**config.mk**
```make
export PLATFORM = sky130hd
export DESIGN_NAME = wts_sysctrl
export DESIGN_NICKNAME = d
export VERILOG_FILES = /design/src/design/wts_sysctrl.v
export VERILOG_INCLUDE_DIRS = /design/src /design/src/design
export SDC_FILE = /design/constraint.sdc
export NUM_CORES = 1
export LEC_CHECK = 0
export ABC_CLOCK_PERIOD_IN_PS = 3200
export BUFFER_PORTS_ARGS = -buffer_cell sky130_fd_sc_hd__buf_2
export CORE_MARGIN = 10
export CORE_UTILIZATION = 54
export CTS_BUF_LIST = sky130_fd_sc_hd__clkbuf_8 sky130_fd_sc_hd__clkbuf_16
export DETAILED_ROUTE_END_ITERATION = 7
export PLACE_DENSITY_LB_ADDON = 0.25
export RECOVER_POWER = 50
export SYNTH_ARGS = -nofsm -noshare
export SYNTH_HDL_FRONTEND = slang
export SYNTH_SLANG_ARGS = --single-unit
```
**constraint.sdc**
```tcl
create_clock -name core_clk -period 3.2 [get_ports core_clk]
set_input_delay 0.16 -clock core_clk [delete_from_list [all_inputs] [get_ports core_clk]]
set_output_delay 0.16 -clock core_clk [all_outputs]
set_load 0.02 [all_outputs]
```
**src/design/wts_defines.vh**
```
/*
  constants for the wakeup timer / undervolt system control block:
  register byte offsets, field positions, reset values, timing counts.
  assumes a 100 mhz core clock and 32-bit axi4-lite access.
*/
`ifndef WTS_DEFINES_VH
`define WTS_DEFINES_VH

// register byte offsets
`define WTS_OFF_ID_HIGH      8'h00
`define WTS_OFF_ID_LOW       8'h04
`define WTS_OFF_WAKE_CTRL    8'h08
`define WTS_OFF_PWR_CTRL     8'h0c
`define WTS_OFF_IRQ_STATUS   8'h10
`define WTS_OFF_IRQ_ENABLE   8'h14
`define WTS_OFF_IRQ_CLEAR    8'h18
`define WTS_OFF_ENV          8'h1c

// wakeup control fields
`define WTS_WK_FLAG_BIT      7
`define WTS_WK_ACK_BIT       6
`define WTS_WK_CLKSEL_BIT    5
`define WTS_WK_IE_BIT        4

// power control fields
`define WTS_PW_FLAG_BIT      7
`define WTS_PW_ACK_BIT       6
`define WTS_PW_IE_BIT        5
`define WTS_PW_RE_BIT        4
`define WTS_PW_SE_BIT        3
`define WTS_PW_DE_BIT        2
`define WTS_PW_BG_BIT        1

// reset values
`define WTS_WAKE_RST         8'h00
`define WTS_PWR_RST          8'h1c

// internal oscillator: 1 khz tick, period in ns
`define WTS_OSC_PERIOD_NS    1000000
`define WTS_CLK_PERIOD_NS    10
`define WTS_OSC_TICK_CYC     (`WTS_OSC_PERIOD_NS / `WTS_CLK_PERIOD_NS)

// axi responses
`define WTS_RESP_OKAY        2'b00
`define WTS_RESP_SLVERR      2'b10

`endif

```
**src/design/wts_sysctrl.v**
```verilog
/*
  wakeup timer and undervolt detect control registers behind an axi4-lite
  slave, with sticky interrupt status, enable and clear registers.
  assumes: undervolt_event, stop_mode and ext_clk_tick are synchronous
  to core_clk; ext_clk_tick is a one-cycle pulse per external clock edge.
*/
`timescale 1ns/1ps
`include "wts_defines.vh"

module wts_sysctrl #(
  parameter [11:0] PART_NUMBER = 12'h5a3,              // arbitrary value
  parameter [3:0]  RSVD_VALUE  = 4'h0,                 // reserved id bits
  parameter        OSC_TICK    = `WTS_OSC_TICK_CYC     // cycles per 1 ms
) (
  input  wire        core_clk,
  input  wire        sys_rst,
  input  wire [7:0]  s_axi_awaddr,
  input  wire        s_axi_awvalid,
  output reg         s_axi_awready,
  input  wire [31:0] s_axi_wdata,
  input  wire [3:0]  s_axi_wstrb,
  input  wire        s_axi_wvalid,
  output reg         s_axi_wready,
  output reg  [1:0]  s_axi_bresp,
  output reg         s_axi_bvalid,
  input  wire        s_axi_bready,
  input  wire [7:0]  s_axi_araddr,
  input  wire        s_axi_arvalid,
  output reg         s_axi_arready,
  output reg  [31:0] s_axi_rdata,
  output reg  [1:0]  s_axi_rresp,
  output reg         s_axi_rvalid,
  input  wire        s_axi_rready,
  input  wire        ext_clk_tick,
  input  wire        undervolt_event,
  input  wire        stop_mode,
  output reg         wakeup_irq_q,
  output reg         undervolt_irq_q,
  output reg         undervolt_reset_q,
  output reg         bandgap_buffer_en_q,
  output reg         undervolt_detect_on_q,
  output reg         irq_q
);

  // one-hot states of the write channel
  localparam [2:0] WS_IDLE = 3'b001;
  localparam [2:0] WS_RESP = 3'b010;
  localparam [2:0] WS_HOLD = 3'b100;

  // control fields
  reg        wakeup_timeout_flag_q;                    // sticky timeout
  reg        wakeup_clock_select_q;                    // 0 internal, 1 ext
  reg        wakeup_irq_enable_q;
  reg [2:0]  wakeup_delay_select_q;
  reg        undervolt_flag_q;
  reg        undervolt_irq_enable_q;
  reg        undervolt_reset_enable_q;
  reg        undervolt_stop_enable_q;
  reg        undervolt_detect_enable_q;
  reg        bandgap_buffer_enable_q;
  // interrupt aggregation registers
  reg [1:0]  irq_status_q;                             // sticky events
  reg [1:0]  irq_enable_q;
  // timer state
  reg [16:0] osc_cnt_q;                                // 1 ms prescaler
  reg [15:0] wake_cnt_q;                               // ticks so far
  // bus state
  reg [2:0]  wstate_q;
  reg        aw_seen_q;
  reg        w_seen_q;
  reg [7:0]  aw_addr_q;
  reg [31:0] w_data_q;
  reg [3:0]  w_strb_q;

  // terminal tick count for a delay code and clock source
  function [15:0] wake_limit;
    input [2:0] sel;
    input       ext;
    begin
      if (ext) begin
        case (sel)
          3'h1:    wake_limit = 16'd256;
          3'h2:    wake_limit = 16'd1024;
          3'h3:    wake_limit = 16'd2048;
          3'h4:    wake_limit = 16'd4096;
          3'h5:    wake_limit = 16'd8192;
          3'h6:    wake_limit = 16'd16384;
          3'h7:    wake_limit = 16'd32768;
          default: wake_limit = 16'd0;
        endcase
      end else begin
        case (sel)
          3'h1:    wake_limit = 16'd8;
          3'h2:    wake_limit = 16'd32;
          3'h3:    wake_limit = 16'd64;
          3'h4:    wake_limit = 16'd128;
          3'h5:    wake_limit = 16'd256;
          3'h6:    wake_limit = 16'd512;
          3'h7:    wake_limit = 16'd1024;
          default: wake_limit = 16'd0;
        endcase
      end
    end
  endfunction

  // register read mux
  function [31:0] read_word;
    input [7:0] a;
    begin
      case (a)
        `WTS_OFF_ID_HIGH:
          read_word = {24'h0, RSVD_VALUE, PART_NUMBER[11:8]};
        `WTS_OFF_ID_LOW:
          read_word = {24'h0, PART_NUMBER[7:0]};
        `WTS_OFF_WAKE_CTRL:
          read_word = {24'h0, wakeup_timeout_flag_q, 1'b0,
                       wakeup_clock_select_q, wakeup_irq_enable_q,
                       1'b0, wakeup_delay_select_q};
        `WTS_OFF_PWR_CTRL:
          read_word = {24'h0, undervolt_flag_q, 1'b0,
                       undervolt_irq_enable_q, undervolt_reset_enable_q,
                       undervolt_stop_enable_q, undervolt_detect_enable_q,
                       bandgap_buffer_enable_q, 1'b0};
        `WTS_OFF_IRQ_STATUS: read_word = {30'h0, irq_status_q};
        `WTS_OFF_IRQ_ENABLE: read_word = {30'h0, irq_enable_q};
        default:             read_word = 32'h0;
      endcase
    end
  endfunction

  // decode of a complete write
  wire        wr_go    = (wstate_q == WS_IDLE) && aw_seen_q && w_seen_q;
  wire        wr_lane0 = wr_go && w_strb_q[0];
  wire        wr_wake  = wr_lane0 && (aw_addr_q == `WTS_OFF_WAKE_CTRL);
  wire        wr_pwr   = wr_lane0 && (aw_addr_q == `WTS_OFF_PWR_CTRL);
  wire        wr_clr   = wr_lane0 && (aw_addr_q == `WTS_OFF_IRQ_CLEAR);
  wire        wr_ien   = wr_lane0 && (aw_addr_q == `WTS_OFF_IRQ_ENABLE);
  wire        wr_ok    = (aw_addr_q <= `WTS_OFF_ENV) && (aw_addr_q[1:0] == 2'b00)
                         && (aw_addr_q != `WTS_OFF_ENV);
  wire [15:0] limit    = wake_limit(wakeup_delay_select_q, wakeup_clock_select_q);
  wire        osc_tick = (osc_cnt_q == OSC_TICK - 1);
  wire        src_tick = wakeup_clock_select_q ? ext_clk_tick : osc_tick;
  wire        timer_on = (wakeup_delay_select_q != 3'h0);
  wire        timeout  = timer_on && src_tick && (wake_cnt_q == limit - 16'd1);
  // detection runs when enabled, and in stop mode only with stop enable
  wire        detect_live = undervolt_detect_enable_q &&
                            (!stop_mode || undervolt_stop_enable_q);
  wire        uv_set   = detect_live && undervolt_event;
  wire        wk_ack   = wr_wake && w_data_q[`WTS_WK_ACK_BIT];
  wire        uv_ack   = wr_pwr && w_data_q[`WTS_PW_ACK_BIT];

  // internal 1 khz tick prescaler
  always @(posedge core_clk) begin
    if (sys_rst || wakeup_clock_select_q) begin
      osc_cnt_q <= 17'h0;
    end else if (osc_tick) begin
      osc_cnt_q <= 17'h0;
    end else begin
      osc_cnt_q <= osc_cnt_q + 17'h1;
    end
  end

  // wakeup tick counter, restarts after each timeout
  always @(posedge core_clk) begin
    if (sys_rst || !timer_on || wr_wake) begin
      wake_cnt_q <= 16'h0;
    end else if (timeout) begin
      wake_cnt_q <= 16'h0;
    end else if (src_tick) begin
      wake_cnt_q <= wake_cnt_q + 16'h1;
    end
  end

  // control register fields and flags; a set beats a same-cycle ack
  always @(posedge core_clk) begin
    if (sys_rst) begin
      wakeup_timeout_flag_q     <= 1'b0;
      wakeup_clock_select_q     <= 1'b0;
      wakeup_irq_enable_q       <= 1'b0;
      wakeup_delay_select_q     <= 3'h0;
      undervolt_flag_q          <= 1'b0;
      undervolt_irq_enable_q    <= 1'b0;
      undervolt_reset_enable_q  <= 1'b1;
      undervolt_stop_enable_q   <= 1'b1;
      undervolt_detect_enable_q <= 1'b1;
      bandgap_buffer_enable_q   <= 1'b0;
    end else begin
      if (timeout) begin
        wakeup_timeout_flag_q <= 1'b1;
      end else if (wk_ack) begin
        wakeup_timeout_flag_q <= 1'b0;
      end
      if (uv_set) begin
        undervolt_flag_q <= 1'b1;
      end else if (uv_ack) begin
        undervolt_flag_q <= 1'b0;
      end
      if (wr_wake) begin
        wakeup_clock_select_q <= w_data_q[`WTS_WK_CLKSEL_BIT];
        wakeup_irq_enable_q   <= w_data_q[`WTS_WK_IE_BIT];
        wakeup_delay_select_q <= w_data_q[2:0];
      end
      if (wr_pwr) begin
        undervolt_irq_enable_q    <= w_data_q[`WTS_PW_IE_BIT];
        undervolt_reset_enable_q  <= w_data_q[`WTS_PW_RE_BIT];
        undervolt_stop_enable_q   <= w_data_q[`WTS_PW_SE_BIT];
        undervolt_detect_enable_q <= w_data_q[`WTS_PW_DE_BIT];
        bandgap_buffer_enable_q   <= w_data_q[`WTS_PW_BG_BIT];
      end
    end
  end

  // sticky event status, enable and write-one-to-clear
  always @(posedge core_clk) begin
    if (sys_rst) begin
      irq_status_q <= 2'b00;
      irq_enable_q <= 2'b00;
    end else begin
      irq_status_q <= (irq_status_q & ~(wr_clr ? w_data_q[1:0] : 2'b00))
                      | {uv_set, timeout};
      if (wr_ien) begin
        irq_enable_q <= w_data_q[1:0];
      end
    end
  end

  // block outputs, all registered
  always @(posedge core_clk) begin
    if (sys_rst) begin
      wakeup_irq_q          <= 1'b0;
      undervolt_irq_q       <= 1'b0;
      undervolt_reset_q     <= 1'b0;
      bandgap_buffer_en_q   <= 1'b0;
      undervolt_detect_on_q <= 1'b0;
      irq_q                 <= 1'b0;
    end else begin
      wakeup_irq_q          <= wakeup_timeout_flag_q & wakeup_irq_enable_q;
      undervolt_irq_q       <= undervolt_flag_q & undervolt_irq_enable_q;
      undervolt_reset_q     <= undervolt_flag_q & undervolt_reset_enable_q
                               & undervolt_detect_enable_q;
      bandgap_buffer_en_q   <= bandgap_buffer_enable_q;
      undervolt_detect_on_q <= detect_live;
      irq_q                 <= |(irq_status_q & irq_enable_q);
    end
  end

  // write channel: capture address and data in either order
  always @(posedge core_clk) begin
    if (sys_rst) begin
      wstate_q      <= WS_IDLE;
      aw_seen_q     <= 1'b0;
      w_seen_q      <= 1'b0;
      aw_addr_q     <= 8'h0;
      w_data_q      <= 32'h0;
      w_strb_q      <= 4'h0;
      s_axi_awready <= 1'b0;
      s_axi_wready  <= 1'b0;
      s_axi_bvalid  <= 1'b0;
      s_axi_bresp   <= `WTS_RESP_OKAY;
    end else begin
      s_axi_awready <= 1'b0;
      s_axi_wready  <= 1'b0;
      case (wstate_q)
        WS_IDLE: begin
          if (s_axi_awvalid && !aw_seen_q && !s_axi_awready) begin
            s_axi_awready <= 1'b1;
            aw_addr_q     <= s_axi_awaddr;
          end
          if (s_axi_awready) begin
            aw_seen_q <= 1'b1;
          end
          if (s_axi_wvalid && !w_seen_q && !s_axi_wready) begin
            s_axi_wready <= 1'b1;
            w_data_q     <= s_axi_wdata;
            w_strb_q     <= s_axi_wstrb;
          end
          if (s_axi_wready) begin
            w_seen_q <= 1'b1;
          end
          if (aw_seen_q && w_seen_q) begin
            s_axi_bvalid <= 1'b1;
            s_axi_bresp  <= wr_ok ? `WTS_RESP_OKAY : `WTS_RESP_SLVERR;
            wstate_q     <= WS_RESP;
          end
        end
        WS_RESP: begin
          if (s_axi_bready) begin
            s_axi_bvalid <= 1'b0;
            aw_seen_q    <= 1'b0;
            w_seen_q     <= 1'b0;
            wstate_q     <= WS_HOLD;
          end
        end
        WS_HOLD: begin
          wstate_q <= WS_IDLE;
        end
        default: begin
          wstate_q <= WS_IDLE;
        end
      endcase
    end
  end

  // read channel: one read at a time, data from the mux
  always @(posedge core_clk) begin
    if (sys_rst) begin
      s_axi_arready <= 1'b0;
      s_axi_rvalid  <= 1'b0;
      s_axi_rdata   <= 32'h0;
      s_axi_rresp   <= `WTS_RESP_OKAY;
    end else begin
      s_axi_arready <= 1'b0;
      if (s_axi_rvalid) begin
        if (s_axi_rready) begin
          s_axi_rvalid <= 1'b0;
        end
      end else if (s_axi_arvalid && !s_axi_arready) begin
        s_axi_arready <= 1'b1;
        s_axi_rvalid  <= 1'b1;
        s_axi_rdata   <= read_word(s_axi_araddr);
        s_axi_rresp   <= ((s_axi_araddr < `WTS_OFF_ENV) && (s_axi_araddr[1:0] == 2'b00))
                         ? `WTS_RESP_OKAY : `WTS_RESP_SLVERR;
      end
    end
  end

endmodule // wts_sysctrl

```
==> run metrics <==
hold_buf cts 0; Bufs on Longest Clock Path 2; initial antenna violation count 0; final setup fails 0; hold_ws about 21 ps; power density cells 428 nW/um^2; data arrival time of the worst path a little under 3000 ps; share of layout cells above drive strength 1 0.135; die width roughly 110 um; startpoint type of the worst setup path flop; Hold Violations, Final 0; num ports 109; IO buf count 53; Inserted Clock Buffers 9; die area 12400 um^2; status complete, but fails checks; Pleak between 1.5 and 2 nW; max-slew violations just under 60; Async SR Flop Fraction 0; CTS H-tree depth 3; Initial DRC Count 280; Initial DRT Pass Iterations 5; Placer Congestion between 0.8 and 0.9; Clock Latency Late Sink 370 ps; die height ~110 um; CTS tree done; total gr overflow 0; row cnt 33; global-route wire length before repair between 15000 and 20000 um; Fill cells 760; Post-Route WL roughly 9300 um; Post-Syn Instances roughly 510; failing checks max-capacitance violations, max-slew violations; Max Cap Viol 1; setup repair bufs after CTS 0; synth unique cells 67; Ant. Diodes 0; crit-path max FO 14; Max Clk Rate approximately 370 MHz; worst clock skew between 10 and 15 ps; Hold WC Path Type primary input to flop; Core Footprint 8180 um^2; Layout area overhead 6.68%; Detailed Place HPWL just under 7000 um; vias approximately 3600; Clock transition at path regs 90 ps; clk root buf clkbuf_8; RSZ-0062 raised after global routing no; worst slew pin tran about 2400 ps; Synth Area per Inst around 8.8 um^2; setup tns final 0 ps; DRC 0; Total Power roughly 0.0021 W; Worst Path Required around 3400 ps; Starting Density 0.552; relative slew slack -0.583; minimum clock period about 2700 ps; share of the yosys chip area belonging to registers 0.399; top_reg_cell synth dfxtp_1; vias in the first global route between 3000 and 4000; pin count of the biggest net entering global routing 58; clock sinks 90; IR Drop Worst-Case VDD ~0.25 mV; DR WL/cell about 14 um; Ys Warns 0; Post-synth EDFFs 0; Layout Nets around 620; Crit. End Element flop; critical setup path kind flop to flop; Total Routing Usage GR 0.144; Synth Register Bits 90; Routed Antenna Nets 0; Tcrit/Tclk final 0.840; cells resized by post-CTS repair 0; DR vias/cell roughly 5.4; Netlist Area Pre-Place roughly 4500 um^2
## path summary, 6_finish.rpt
path / from / cells after the start / slack, ps / to
setup / recovery: wakeup_delay_select_q[2] / 10 / 510 / wake_cnt_q[3]
hold / removal: s_axi_awaddr[3] / 3 / 20 / aw_addr_q[3]
setup reg to reg: wakeup_delay_select_q[2] / 10 / 510 / wake_cnt_q[3]
hold reg to reg: osc_cnt_q[0] / 1 / 450 / osc_cnt_q[0]
## cell type report
| type | instances | area [um^2] | share of cell area |
|---|---|---|---|
| Sequential cell | 90 | 1800 | 0.374 |
| Tap cell | 105 | 131 | 0.0273 |
| Multi-Input combinational cell | 378 | 2370 | 0.493 |
| Inverter | 14 | 52.6 | 0.0109 |
| Timing Repair Buffer | 59 | 280 | 0.0582 |
| Clock inverter | 7 | 53.8 | 0.0112 |
| Clock buffer | 9 | 124 | 0.0257 |
## cells in the final DEF (no fill, tap or decap), types with 4 or more instances in the layout
cell type / synthesis / final
nand2_1: 32 / 32
buf_4: 31 / 5
or3_1: 4 / 4
clkbuf_8: 0 / 9
nand3_1: 18 / 18
clkbuf_1: 13 / 22
nand4_1: 10 / 11
a211o_1: 7 / 7
o21ai_0: 9 / 9
a21oi_1: 19 / 19
a22oi_1: 5 / 5
and3_1: 10 / 10
buf_2: 4 / 32
inv_1: 14 / 14
xnor2_1: 16 / 16
nor2b_1: 6 / 6
nor3b_1: 5 / 5
nand2b_1: 5 / 5
dfxtp_1: 90 / 90
conb_1: 1 / 27
nor3_2: 10 / 10
xor2_1: 16 / 16
nor2_1: 81 / 81
nor3_1: 12 / 12
mux2i_1: 27 / 27
## where the power goes
group	switching [W]	internal [W]	total, W
clock network	0.000424	0.000289	0.000713
logic	0.000111	0.0000614	0.000172
registers	0.0000244	0.00115	0.00117
## worst max-delay path, stage by stage (launching register included)
cell and delay (ps):
dfxtp_1 320, nor2_1 210, nand3_1 150, ha_1 330
xnor2_1 120, a211o_1 270, a2111oi_0 370, o211ai_1 180
and4b_1 270, buf_4 240, nor3_1 80
## flip-flops by register name (all words and copies together), names as in the netlist, 2 cells and up
register               flops
osc_cnt_q                 17
wake_cnt_q                16
aw_addr_q                  8
s_axi_rdata                7
w_data_q                   7
wakeup_delay_select_q      3
wstate_q                   3
irq_enable_q               2
irq_status_q               2
## synth_stat cells (all sizes together) (3+ instances only)
| master | instances | area (um^2) |
|---|---|---|
| or3 | 4 | 25.0 |
| and2 | 3 | 18.8 |
| nor4b | 3 | 26.3 |
| and3 | 10 | 62.6 |
| clkbuf | 14 | 53.8 |
| nor4bb | 3 | 30.0 |
| a211o | 7 | 61.3 |
| nor2 | 82 | 315 |
| nor3 | 23 | 176 |
| o21ai | 9 | 45.0 |
| a22oi | 5 | 37.5 |
| inv | 14 | 52.6 |
| mux2i | 27 | 270 |
| a211oi | 3 | 22.5 |
| xor2 | 17 | 156 |
| and4 | 3 | 26.3 |
| nand4 | 12 | 96.3 |
| nand2 | 32 | 120 |
| buf | 41 | 325 |
| nor2b | 6 | 37.5 |
| nor3b | 6 | 56.3 |
| nand3 | 18 | 90.1 |
| dfxtp | 90 | 1800 |
| a21oi | 19 | 95.1 |
| o31ai | 5 | 47.5 |
| nand2b | 5 | 31.3 |
| xnor2 | 16 | 140 |
| ha | 3 | 37.5 |
## stage by stage
step / cell area [um^2] / setup WS (ps) / utilization / cells
2_1_floorplan: 4610 / 507 / - / 537
3_3_place_gp: 4680 / 556 / 0.572 / 646
3_5_place_dp: 4680 / 532 / 0.572 / 646
4_1_cts: 4850 / 512 / 0.594 / 662
5_1_grt: 4820 / 282 / 0.589 / 662
6_report: 4820 / 511 / 0.589 / 662
## routing by layer
| metal | GRT usage | share of wire | vias to the layer above |
|---|---|---|---|
| met4 | 0.0651 | 0.020 | 0 |
| met1 | 0.182 | 0.47 | 1645 |
| met2 | 0.223 | 0.45 | 95 |
| li1 | - | - | 1801 |
| met3 | 0.0408 | 0.061 | 16 |
| met5 | 0 | 0 | - |
## logic make-up after synthesis
group	Yosys count	synth area share
other	1	0.000830
multiplexers	28	0.0623
flip-flops	90	0.399
AO/OA/AOI/OAI	67	0.104
XOR/XNOR	33	0.0657
AND/OR/NAND/NOR	220	0.264
adder cells (fa/ha/maj)	3	0.00831
buffers and inverters	69	0.0956
No activity file was read; power rests on OpenSTA's default activity.
